==> src/verilog/lmcc_pkg.sv <==
// constants, types and command codes for the led matrix command interpreter
// assumes a byte-wide command stream already deframed by the serial front end
// Function
// - command 33h data: bit7 picks blink (1) or fade (0) output style
// - new blink setting takes effect at next frame timing-1 phase
// - blink period code 0..7 maps to off,256,512,1024,1536,2048,2560,3072 frames
// - one frame is (256+16)*9 system oscillator periods
// - blink period counted in whole oscillator periods
// - undefined data values leave setting and function unchanged
// - command 34h: role 01 drives oscillator out, 10 takes it in
// - roles 00 and 11 leave cascade clock pin undriven
// - command 35h: run enable bit1, display enable bit0, standby disables thermal guard
// - command 36h: 4-bit drive current code, (n+1)*3 mA, reset 1010
// - command 37h: 8-bit dimming code gives duty code/255, reset ffh
// - one dimming duty for every dot, luminance is current times duty
// - command 38h: guard bit7, auto-blank bit6, open test bit1, short test bit0
// - guard and auto-blank blank display when over 150 degrees reported
// - auto-blank restores display once below 125 degrees reported
// - guard without auto-blank sets overheat flag above 150 degrees
// - user thermal mode clears overheat flag below 125 degrees
// - setting open or short test enable starts a detection run
// - during detection other modes are ignored, matrix rescans for detection
// - command 70h returns stored settings in fixed eight-byte order
package lmcc_pkg;
    localparam logic [7:0] CMD_BLINK     = 8'h33;
    localparam logic [7:0] CMD_ROLE      = 8'h34;
    localparam logic [7:0] CMD_RUN       = 8'h35;
    localparam logic [7:0] CMD_CURRENT   = 8'h36;
    localparam logic [7:0] CMD_DIMMING   = 8'h37;
    localparam logic [7:0] CMD_PROTECT   = 8'h38;
    localparam logic [7:0] CMD_STATUS    = 8'h70;
    localparam logic [7:0] RST_BLINK     = 8'h00;
    localparam logic [1:0] RST_ROLE      = 2'h0;
    localparam logic [1:0] RST_RUN       = 2'h0;
    localparam logic [3:0] RST_CURRENT   = 4'ha;
    localparam logic [7:0] RST_DIMMING   = 8'hff;
    localparam logic [3:0] RST_PROTECT   = 4'h0;
    localparam logic [7:0] RST_PICTURE   = 8'h00; // picture/movie byte, not held here
    localparam logic [7:0] RST_GRAY      = 8'h00; // binary/gray byte, not held here
    localparam logic [7:0] RST_FADE      = 8'h4a; // fade parameter byte, not held here
    localparam int         BLINK_STYLE_BIT = 7;
    localparam int         FRAME_LINES   = 256 + 16;
    localparam int         FRAME_SLOTS   = 9;
    localparam int         FRAME_OSC     = FRAME_LINES * FRAME_SLOTS;
    localparam logic [11:0] FRAME_OSC_LAST = 12'(FRAME_OSC - 1);
    localparam logic [11:0] TIMING1_LEN  = 12'(FRAME_LINES - 1); // first line slot
    localparam int         FRAMES_UNIT   = 256;
    localparam logic [1:0] ROLE_MASTER   = 2'h1;
    localparam logic [1:0] ROLE_SLAVE    = 2'h2;
    localparam int         STATUS_BYTES  = 8;

    // stored settings, grouped as in the status readback except the unread protection bits
    typedef struct packed {
        logic       blink_style_select;
        logic [2:0] blink_period_code;
        logic       chain_role_hi;
        logic       chain_role_lo;
        logic       clock_run_enable;
        logic       display_enable;
        logic [3:0] drive_current_code;
        logic [7:0] dimming_duty_code;
        logic       thermal_guard_enable;
        logic       thermal_auto_blank;
        logic       open_test_enable;
        logic       short_test_enable;
    } lmcc_cfg_type;

    // one received byte from the serial front end
    typedef struct packed {
        logic       valid;
        logic       first;  // first byte after a start condition
        logic [7:0] data;
    } lmcc_byte_type;
endpackage

==> src/verilog/lmcc_sync.sv <==
// two-flop synchroniser for one level from outside the clock domain
// assumes nothing beyond ref_clk and rst
`timescale 1ns/1ps
module lmcc_sync (
    input  wire logic ref_clk,
    input  wire logic rst,
    input  wire logic async_in,
    output logic      sync_out
);
    logic meta;

    // first stage is read by the second stage only
    always_ff @(posedge ref_clk or posedge rst) begin
        if (rst) begin
            meta     <= 1'b0;
            sync_out <= 1'b0;
        end else begin
            meta     <= async_in;
            sync_out <= meta;
        end
    end
endmodule // lmcc_sync

==> src/verilog/lmcc_frame.sv <==
// frame timer on the system oscillator; gives frame start, timing-1 and blink phase
// assumes osc_tick is a one-cycle pulse per oscillator period, on ref_clk
`timescale 1ns/1ps
module lmcc_frame
    import lmcc_pkg::*;
(
    input  wire logic       ref_clk,
    input  wire logic       rst,
    input  wire logic       osc_tick,
    input  wire logic [2:0] period_code,
    output logic            timing1_start,
    output logic            blink_phase
);
    logic [11:0] osc_count;
    logic [11:0] frame_count;
    logic [11:0] half_frames;

    // frames per half blink period: code 1,2 -> 128, 256; 3..7 -> 2,3,4,5,6 x 256
    always_comb begin
        unique case (period_code)
            3'd1:    half_frames = 12'(FRAMES_UNIT / 2);
            3'd2:    half_frames = 12'(FRAMES_UNIT);
            3'd3:    half_frames = 12'(FRAMES_UNIT * 2);
            3'd4:    half_frames = 12'(FRAMES_UNIT * 3);
            3'd5:    half_frames = 12'(FRAMES_UNIT * 4);
            3'd6:    half_frames = 12'(FRAMES_UNIT * 5);
            3'd7:    half_frames = 12'(FRAMES_UNIT * 6);
            default: half_frames = 12'h000;
        endcase
    end

    assign timing1_start = osc_tick && (osc_count == 12'h000);

    // frame of whole oscillator periods
    always_ff @(posedge ref_clk or posedge rst) begin
        if (rst) begin
            osc_count <= 12'h000;
        end else if (osc_tick) begin
            osc_count <= (osc_count == FRAME_OSC_LAST) ? 12'h000 : osc_count + 12'h001;
        end
    end

    // blink phase toggles each half period, counted in frames
    always_ff @(posedge ref_clk or posedge rst) begin
        if (rst) begin
            frame_count <= 12'h000;
            blink_phase <= 1'b1;
        end else if (half_frames == 12'h000) begin
            frame_count <= 12'h000;
            blink_phase <= 1'b1;
        end else if (timing1_start) begin
            if (frame_count >= half_frames - 12'h001) begin
                frame_count <= 12'h000;
                blink_phase <= ~blink_phase;
            end else begin
                frame_count <= frame_count + 12'h001;
            end
        end
    end
endmodule // lmcc_frame

==> src/verilog/lmcc_top.sv <==
// command interpreter and configuration store for the led matrix driver
// assumes a deframed byte stream in, status bytes pulled out one per read strobe
`timescale 1ns/1ps
module lmcc_top
    import lmcc_pkg::*;
(
    input  wire logic          ref_clk,
    input  wire logic          rst,
    input  wire lmcc_byte_type rx_byte,
    input  wire logic          rd_strobe,
    output logic [7:0]         rd_data,
    output logic               rd_valid,
    input  wire logic          osc_int,
    input  wire logic          sync_clk_in,
    output logic               sync_clk_out,
    output logic               sync_clk_oe,
    input  wire logic          temp_hot,
    input  wire logic          temp_cool,
    output logic               overheat_flag,
    output lmcc_cfg_type       cfg,
    output logic               blink_style_active,
    output logic [2:0]         blink_period_active,
    output logic               osc_running,
    output logic               display_on,
    output logic               column_current_outputs,
    output logic [3:0]         drive_current_level,
    output logic               open_test_start,
    output logic               short_test_start,
    output logic               detect_active
);
    logic       have_cmd;
    logic [7:0] cmd;
    logic       status_mode;
    logic [2:0] status_idx;
    logic       osc_int_s;
    logic       sync_in_s;
    logic       hot_s;
    logic       cool_s;
    logic       osc_src;
    logic       osc_src_d;
    logic       osc_tick;
    logic       timing1_start;
    logic       blink_phase;
    logic       blink_pending;
    logic [7:0] blink_staged;
    logic       thermal_blank;
    logic [7:0] pwm_count;
    logic       pwm_on;
    logic       data_take;
    logic [7:0] d;

    // pin inputs pass two flops
    lmcc_sync u_sync_osc  (.ref_clk(ref_clk), .rst(rst), .async_in(osc_int),     .sync_out(osc_int_s));
    lmcc_sync u_sync_clk  (.ref_clk(ref_clk), .rst(rst), .async_in(sync_clk_in), .sync_out(sync_in_s));
    lmcc_sync u_sync_hot  (.ref_clk(ref_clk), .rst(rst), .async_in(temp_hot),    .sync_out(hot_s));
    lmcc_sync u_sync_cool (.ref_clk(ref_clk), .rst(rst), .async_in(temp_cool),   .sync_out(cool_s));

    // command byte then data byte
    assign data_take = rx_byte.valid && !rx_byte.first && have_cmd;
    assign d         = rx_byte.data;

    always_ff @(posedge ref_clk or posedge rst) begin
        if (rst) begin
            have_cmd <= 1'b0;
            cmd      <= 8'h00;
        end else if (rx_byte.valid) begin
            if (rx_byte.first || !have_cmd) begin
                have_cmd <= 1'b1;
                cmd      <= d;
            end else begin
                have_cmd <= 1'b0;
            end
        end
    end

    // role, run, current, dimming, protection registers
    always_ff @(posedge ref_clk or posedge rst) begin
        if (rst) begin
            {cfg.chain_role_hi, cfg.chain_role_lo}       <= RST_ROLE;
            {cfg.clock_run_enable, cfg.display_enable}   <= RST_RUN;
            cfg.drive_current_code                       <= RST_CURRENT;
            cfg.dimming_duty_code                        <= RST_DIMMING;
            {cfg.thermal_guard_enable, cfg.thermal_auto_blank,
             cfg.open_test_enable, cfg.short_test_enable} <= RST_PROTECT;
        end else if (data_take) begin
            unique case (cmd)
                CMD_ROLE:    {cfg.chain_role_hi, cfg.chain_role_lo} <= d[1:0];
                CMD_RUN:     {cfg.clock_run_enable, cfg.display_enable} <= d[1:0];
                CMD_CURRENT: cfg.drive_current_code <= d[3:0];
                CMD_DIMMING: cfg.dimming_duty_code <= d;
                CMD_PROTECT: {cfg.thermal_guard_enable, cfg.thermal_auto_blank,
                              cfg.open_test_enable, cfg.short_test_enable} <= {d[7:6], d[1:0]};
                default:     ;
            endcase
        end
    end

    // blink setting is stored now and applied at the next timing-1
    always_ff @(posedge ref_clk or posedge rst) begin
        if (rst) begin
            cfg.blink_style_select <= RST_BLINK[BLINK_STYLE_BIT];
            cfg.blink_period_code  <= RST_BLINK[2:0];
            blink_staged           <= RST_BLINK;
            blink_pending          <= 1'b0;
            blink_style_active     <= RST_BLINK[BLINK_STYLE_BIT];
            blink_period_active    <= RST_BLINK[2:0];
        end else begin
            if (data_take && cmd == CMD_BLINK) begin
                cfg.blink_style_select <= d[BLINK_STYLE_BIT];
                cfg.blink_period_code  <= d[2:0];
                blink_staged           <= d;
                blink_pending          <= 1'b1;
            end else if (timing1_start && blink_pending) begin
                blink_pending <= 1'b0;
            end
            if (timing1_start && blink_pending && !(data_take && cmd == CMD_BLINK)) begin
                blink_style_active  <= blink_staged[BLINK_STYLE_BIT];
                blink_period_active <= blink_staged[2:0];
            end
        end
    end

    // oscillator source by role; slave uses cascade pin, others the internal one
    assign osc_src = ({cfg.chain_role_hi, cfg.chain_role_lo} == ROLE_SLAVE) ? sync_in_s : osc_int_s;

    always_ff @(posedge ref_clk or posedge rst) begin
        if (rst) begin
            osc_src_d <= 1'b0;
        end else begin
            osc_src_d <= osc_src;
        end
    end

    // one tick per rising oscillator edge, only while running
    assign osc_tick = osc_src && !osc_src_d && cfg.clock_run_enable;

    lmcc_frame u_frame (
        .ref_clk       (ref_clk),
        .rst           (rst),
        .osc_tick      (osc_tick),
        .period_code   (blink_period_active),
        .timing1_start (timing1_start),
        .blink_phase   (blink_phase)
    );

    // cascade pin: master drives oscillator out, else undriven
    always_ff @(posedge ref_clk or posedge rst) begin
        if (rst) begin
            sync_clk_out <= 1'b0;
            sync_clk_oe  <= 1'b0;
        end else begin
            sync_clk_oe  <= ({cfg.chain_role_hi, cfg.chain_role_lo} == ROLE_MASTER);
            sync_clk_out <= ({cfg.chain_role_hi, cfg.chain_role_lo} == ROLE_MASTER) &&
                            cfg.clock_run_enable && osc_int_s;
        end
    end

    // thermal hysteresis: hot sets, cool clears, hot wins
    always_ff @(posedge ref_clk or posedge rst) begin
        if (rst) begin
            thermal_blank <= 1'b0;
            overheat_flag <= 1'b0;
        end else if (!cfg.thermal_guard_enable || !cfg.clock_run_enable) begin
            thermal_blank <= 1'b0;
            overheat_flag <= 1'b0;
        end else if (cfg.thermal_auto_blank) begin
            overheat_flag <= 1'b0;
            if (hot_s) begin
                thermal_blank <= 1'b1;
            end else if (cool_s) begin
                thermal_blank <= 1'b0;
            end
        end else begin
            thermal_blank <= 1'b0;
            if (hot_s) begin
                overheat_flag <= 1'b1;
            end else if (cool_s) begin
                overheat_flag <= 1'b0;
            end
        end
    end

    // global pwm count, one duty for all dots
    always_ff @(posedge ref_clk or posedge rst) begin
        if (rst) begin
            pwm_count <= 8'h00;
        end else if (osc_tick) begin
            pwm_count <= (pwm_count == 8'hfe) ? 8'h00 : pwm_count + 8'h01;
        end
    end

    assign pwm_on = (pwm_count < cfg.dimming_duty_code);

    // output drive and detection control
    always_ff @(posedge ref_clk or posedge rst) begin
        if (rst) begin
            osc_running            <= 1'b0;
            display_on             <= 1'b0;
            column_current_outputs <= 1'b0;
            drive_current_level    <= RST_CURRENT;
            open_test_start        <= 1'b0;
            short_test_start       <= 1'b0;
            detect_active          <= 1'b0;
        end else begin
            osc_running         <= cfg.clock_run_enable;
            drive_current_level <= cfg.drive_current_code;
            detect_active       <= cfg.open_test_enable || cfg.short_test_enable;
            open_test_start     <= data_take && cmd == CMD_PROTECT && d[1] && !cfg.open_test_enable;
            short_test_start    <= data_take && cmd == CMD_PROTECT && d[0] && !cfg.short_test_enable;
            if (cfg.open_test_enable || cfg.short_test_enable) begin
                display_on             <= 1'b0;
                column_current_outputs <= cfg.clock_run_enable;
            end else begin
                display_on <= cfg.clock_run_enable && cfg.display_enable && !thermal_blank &&
                              (!blink_style_active || blink_phase);
                column_current_outputs <= cfg.clock_run_enable && cfg.display_enable &&
                              !thermal_blank && pwm_on &&
                              (!blink_style_active || blink_phase);
            end
        end
    end

    // status readback after command 70h, eight bytes in order
    always_ff @(posedge ref_clk or posedge rst) begin
        if (rst) begin
            status_mode <= 1'b0;
            status_idx  <= 3'h0;
            rd_data     <= 8'h00;
            rd_valid    <= 1'b0;
        end else begin
            rd_valid <= 1'b0;
            if (rx_byte.valid) begin
                status_mode <= (rx_byte.first || !have_cmd) && d == CMD_STATUS;
                status_idx  <= 3'h0;
            end else if (rd_strobe && status_mode) begin
                rd_valid   <= 1'b1;
                status_idx <= status_idx + 3'h1;
                unique case (status_idx)
                    3'd0: rd_data <= RST_PICTURE;
                    3'd1: rd_data <= RST_GRAY;
                    3'd2: rd_data <= RST_FADE;
                    3'd3: rd_data <= {cfg.blink_style_select, 4'h0, cfg.blink_period_code};
                    3'd4: rd_data <= {6'h00, cfg.chain_role_hi, cfg.chain_role_lo};
                    3'd5: rd_data <= {6'h00, cfg.clock_run_enable, cfg.display_enable};
                    3'd6: rd_data <= {4'h0, cfg.drive_current_code};
                    3'd7: rd_data <= cfg.dimming_duty_code;
                endcase
            end
        end
    end
endmodule // lmcc_top

==> config.mk <==
export PLATFORM = sky130hd
export DESIGN_NAME = lmcc_top
export DESIGN_NICKNAME = d
export VERILOG_FILES = /design/src/verilog/lmcc_pkg.sv /design/src/verilog/lmcc_sync.sv /design/src/verilog/lmcc_frame.sv /design/src/verilog/lmcc_top.sv
export SDC_FILE = /design/constraint.sdc
export NUM_CORES = 1
export LEC_CHECK = 0
export BUFFER_PORTS_ARGS = -buffer_cell sky130_fd_sc_hd__buf_2
export CAP_MARGIN = 0
export CORE_UTILIZATION = 50
export DETAILED_ROUTE_END_ITERATION = 16
export PLACE_DENSITY = 0.73
export SYNTH_ARGS = -nofsm -noshare
export SYNTH_HDL_FRONTEND = slang
export SYNTH_HIERARCHICAL = 1
export SYNTH_SLANG_ARGS = --single-unit
==> constraint.sdc <==
create_clock -name ref_clk -period 3.1 [get_ports ref_clk]
set_input_delay 0.465 -clock ref_clk [delete_from_list [all_inputs] [get_ports ref_clk]]
set_output_delay 0.465 -clock ref_clk [all_outputs]
set_load 0.03 [all_outputs]
Word-level counts from Yosys, hierarchy flattened
Cells that the tools add are included.
Word-level totals
  register bits: 115
  input bits: 17
Cells by class
  add/sub/neg operators: 5
  order comparisons: 2
  eq/ne operators: 26
  muxes and demuxes: 26
  bitwise operators: 2
  reductions and logical operators: 53
Operator list (number)
  11-bit one-hot mux with 7 select lines: 1
  8-bit one-hot mux with 7 select lines: 1
  8-bit by 6-bit equality test with 1-bit output, second input constant: 6
  12-bit two-way mux: 4
  12-bit by 1-bit adder with 12-bit output, second input constant: 2
  3-bit equality test, second input constant: 8
  12-bit zero test: 2
  1-bit logical AND: 22
  1-bit two-way mux: 17
  2-bit AND reduction: 8
  12-bit equality test, second input constant: 1
  3-bit by 2-bit equality test with 1-bit output, second input constant: 4
  12-bit greater-or-equal comparator: 1
  11-bit by 1-bit subtractor with 12-bit output, second input constant: 1
  1-bit zero test: 10
  8-bit by 1-bit adder with 8-bit output, second input constant: 1
  8-bit by 7-bit equality test with 1-bit output, second input constant: 1
  8-bit equality test, second input constant: 1
  8-bit < comparator: 1
  8-bit two-way mux: 1
  2-bit nonzero test: 4
  3-bit by 1-bit equality test with 1-bit output, second input constant: 2
  3-bit two-way mux: 2
  1-bit logical OR: 4
  8 further kinds: 9

Logic depth before layout (Yosys ltp)
  depth in word-level cells: 8
  mapped depth: 12
  depth with buffers taken out: 10

By module
Netlist, hierarchy kept.
Modules (own cells, without submodules)
  lmcc_top: instances 1, cells each 279, area each 3339.5 um^2, seq. area each 1866.8 um^2
  lmcc_frame: instances 1, cells each 175, area each 1565.3 um^2, seq. area each 626.9 um^2
  lmcc_sync: instances 4, cells each 3, area each 53.8 um^2, seq. area each 50.0 um^2

Worst setup path before layout
No wires, ideal clock.
  kind: register to register
  start point: register blink_period_active[1]
  end point: register u_frame.frame_count[8]
  setup time: 69 ps
  arrival time: 3147 ps
  data required time: 3031 ps
  slack: -117 ps
  stages on the path, launching flop included: 12
  buffers on the path: 1
  path through: dfrtp_1 -> nor2_1 -> or2_2 -> ha_1 -> xor2_1 -> ha_1 -> and4_1 -> a221o_1 -> or3_1 -> clkbuf_2 -> or4_1 -> nand3_1
Between the ends
  word-level cells in the longest chain between the ends: 7
  elaborated cells on any way between the ends: 15
  classes of those cells: 1 x add/sub; 1 x order compare; 7 x eq/ne; 4 x mux; 2 x reduce/logical
Ends and longest elaborated chain
  start, declared: line lmcc_top.sv:22  | output logic [2:0] blink_period_active,
  start signal, assigned: line lmcc_top.sv:106  | blink_period_active <= RST_BLINK[2:0];
  start signal, assigned: line lmcc_top.sv:118  | blink_period_active <= blink_staged[2:0];
  3-bit equality test (tied with other cells): line lmcc_frame.sv:20  | unique case (period_code)
  11-bit one-hot mux with 7 select lines *: line lmcc_frame.sv:20
  11-bit by 1-bit subtractor with 12-bit output: line lmcc_frame.sv:52  | if (frame_count >= half_frames - 12'h001) begin
  12-bit greater-or-equal comparator: line lmcc_frame.sv:52
  12-bit two-way mux: line lmcc_frame.sv:52
  12-bit two-way mux: line lmcc_frame.sv:51  | end else if (timing1_start) begin
  12-bit two-way mux: line lmcc_frame.sv:48  | end else if (half_frames == 12'h000) begin
  end signal, assigned: line lmcc_frame.sv:56  | frame_count <= frame_count + 12'h001;
  end, declared: line lmcc_frame.sv:15  | logic [11:0] frame_count;
Mark *: on every way between the ends. The rest lies on a longest branch, timed or not. The select of a mux whose other input is x is not followed.
A chain may end at the register's enable or synchronous reset.

Worst setup path after layout
  start point: register blink_period_active[0]
  end point: register u_frame.frame_count[8]
The elaborated chain is that of the path after synthesis.

==> summary.txt <==
Timing
  • Final Slew Violations: 0
  • Unrepaired setup endpoints after global routing: no
  • Relative slew slack: 34.7%
  • Fmax: 0.332 GHz
  • Final Cycle Share: 97.2%
  • Min cycle time layout: 3.01 ns
  • Worst-Margin Slew: 0.978 ns
  • Final Hold Viols: 0
  • Setup TNS: 0 ns
  • Setup Skew: 0.0101 ns
  • Setup ws final: 0.0879 ns
  • Setup-failing EPs final: 0

Cells and area
  • Fin util: 59.3%
  • # diodes: 0
  • Final nets: 585
  • Share of cells above drive strength 1: 29.0%
  • Design Area, Final: 5850 µm²
  • FILL cells: 842
  • Area grow syn2layout: 14.3%

Global route
  • Largest net degree at the start of global routing: 51
  • Number of global-route vias before repair: 3673
  • Total Routing Usage GR: 22.8%
  • GRT overflow: 0
  • Global-route wire length before repair: 18300 µm
  • Initial antenna violation count: 0

Logic synthesis
  • Distinct cells, synth: 58
  • Syn Area/Cell: 11.0 µm²
  • Synth warn: 6
  • Post-Syn Area: 5120 µm²
  • Seq/Total Area, Yosys: 52.6%
  • Post-synth top flop: dfrtp_1
  • Cells after synthesis: 466
  • FFs w/ async S/R, synth: 100%
  • Synth Register Bits: 107
  • Post-synth EDFFs: 0
  • Post-Syn Nets: 508

Floorplan
  • Std-Cell Rows: 36
  • Top Ports: 67
  • Die area: 10600 µm²
  • Core Region: 9860 µm²
  • Width of the die: 103 µm
  • Initial Util: 51.9%
  • Die height: 103 µm

CTS
  • H-tree depth: 3
  • Clk slew on worst S/H paths: 0.10 ns
  • CTS Buffer Depth: 2
  • CTS tree: yes
  • CTS Buf Count: 9
  • Clock sinks: 107
  • Worst-skew pair later-pin latency: 0.37 ns
  • Root buffer cell: clkbuf_8

Place
  • Placement Cell Area: 5630 µm²
  • Setup WS pre-CTS: 0.0728 ns
  • Port bufs: 66
  • Gpl congestion: 0.877
  • HPWL after detailed placement: 8000 µm

Power and ir drop
  • Leak: 2.86 nW
  • Power per Cell Area: 430 nW/µm²
  • VDD IR max: 0.341 mV

Critical path
  • Worst R2R Setup Slack: 0.09 ns
  • CP Class: flip-flop to flip-flop
  • Critical Path Start Type: flip-flop
  • Crit path arrival time: 3.32 ns
  • Critical Path End Type: flip-flop
  • Worst endpoint required time: 3.41 ns
  • Critical path fanouts, max: 4

Routing
  • Total iterations of the first detailed-routing run: 5
  • Number of DRC markers in iteration 0: 144
  • Routed vias/inst: 5.69
  • WL final: 10900 µm
  • Drc violations: 0
  • Wire per inst: 16.1 µm
  • DR vias: 3873
  • DRT antenna net count: 0

Outcome
  • Outcome: complete, no violations

Hold path
  • Hold Path Class: primary input to flip-flop

Run
  • Max_cap viols: 0
cells by family (layout without fill, tap and decap cells):
| family | Yosys count | count (layout) | synth area share [%] |
|---|---|---|---|
| xor gates and xnor gates | 8 | 8 | 1.37 |
| buffers and inverters | 47 | 129 | 3.71 |
| DFF | 107 | 107 | 52.6 |
| muxes | 37 | 37 | 8.68 |
| AOI/OAI and AO/OA | 86 | 86 | 10.7 |
| adders and majority gates | 25 | 25 | 6.11 |
| and+or+nand+nor | 156 | 156 | 16.8 |
report_power, final:
group / leakage (nW) / switching (mW) / internal, mW / total [mW]
registers: 1.40 / 0.0447 / 1.45 / 1.50
logic: 1.37 / 0.139 / 0.0844 / 0.224
clock network: 0.0961 / 0.490 / 0.306 / 0.796
total: 2.86 / 0.674 / 1.84 / 2.52
flip-flops by register name, summed over array words and instances, names as in the netlist, 3 cells and up:
register,flops
pwm_count,8
u_frame/osc_count,12
rd_data,8
u_frame/frame_count,12
cfg,23
status_idx,3
blink_period_active,3
drive_current_level,4
cmd,8
cells in the mapped netlist, types with 2 or more instances:
master     number  area [µm²]
o41ai_1         2        17.5
xnor2_1         4        35.0
a21oi_2         2        17.5
nand4bb_1       2        22.5
a21o_1          3        22.5
a31oi_1         2        12.5
nand2_1        45         169
or4b_4          2        27.5
nor2b_1         2        12.5
mux2_4          8         120
o2bb2ai_1       3        26.3
a21boi_0        2        15.0
dfrtp_1        94        2350
nand2b_1        5        31.3
dfstp_2        13         342
clkbuf_1        7        26.3
nor2_1         16        60.1
nor4_1          2        12.5
nor3_1         11        55.1
a22o_1          4        35.0
mux2i_1         2        20.0
nor3b_1         4        30.0
mux2_2         27         304
ha_1           25         313
o21ai_0        29         145
or4_1           7        52.6
nand3_1        17        85.1
or3_1           8        50.1
and3_1          8        50.1
o22ai_1         2        12.5
inv_1          34         128
a221o_1         3        30.0
or2_2           4        25.0
nand4_1        15        93.8
buf_2           4        20.0
a21oi_1        19        95.1
o31ai_1         3        22.5
a22oi_1         3        22.5
xor2_1          4        35.0
layout make-up:
type	count	area, µm²	share of cell area, %
multi-input combinational	312	2240	38.2
timing repair buffer	79	443	7.57
clock inverter	7	60.1	1.03
tap	133	166	2.84
sequential	107	2700	46.1
clock buffer	9	124	2.12
inverter	34	128	2.18
stage by stage:
step                      instances  hold slack (ns)  total power [mW]
after floorplan                 466            0.206              1.66
after global placement          660            0.332              1.74
after detailed placement        660            0.337              1.75
after CTS                       677            0.184              2.54
after global routing            681            0.174              2.63
final                           681            0.195              2.52
worst paths after layout:
check                           cells past startpoint                 endpoint                   start
worst max register to register                      9   u_frame/frame_count[8]  blink_period_active[0]
worst min-delay path                                1          u_sync_clk/meta             sync_clk_in
worst max-delay path                                9   u_frame/frame_count[8]  blink_period_active[0]
worst min register to register                      0      u_sync_hot/sync_out         u_sync_hot/meta
min in group asynchronous                           3      u_sync_hot/sync_out                     rst
max in group asynchronous                           3  u_frame/frame_count[10]                     rst
layer usage:
metal  track usage (%)  vias to the layer above  wire [µm]
li1                  -                     1829          -
met1              31.7                     1921       5270
met2              36.6                      110       5040
met3              4.50                       13        501
met4              6.28                        0        133
met5                 0                        -          0
cell usage in the layout (no fill, tap or decap), drive strengths merged, types with 5 or more instances in the layout:
master,Yosys,layout
nand3,17,17
ha,25,25
or4,8,8
nand2b,5,5
inv,34,37
buf,5,78
or2,5,5
nor2,16,16
nand4,15,15
or3,8,8
a21oi,21,21
clkbuf,8,9
o21ai,30,30
dfstp,13,13
dfrtp,94,94
nand2,45,45
mux2,35,35
and3,8,8
nor3,11,11
timing repair:
item,in CTS,in global routing
hold buffers,1,0
endpoints found under the setup margin,0,5
setup buffers,0,4
endpoints found under the hold margin,8,0
gates resized for setup,0,0
critical path: stages (launching register included):
cell     delay (ns)
dfrtp_2        0.41
or2_2          0.31
ha_1           0.22
xor2_1         0.17
ha_1           0.32
and4_1         0.21
a221o_1        0.37
or3_1          0.37
or4_1          0.48
nand3_1        0.09
Note: power is estimated with default switching activity, not from simulation.
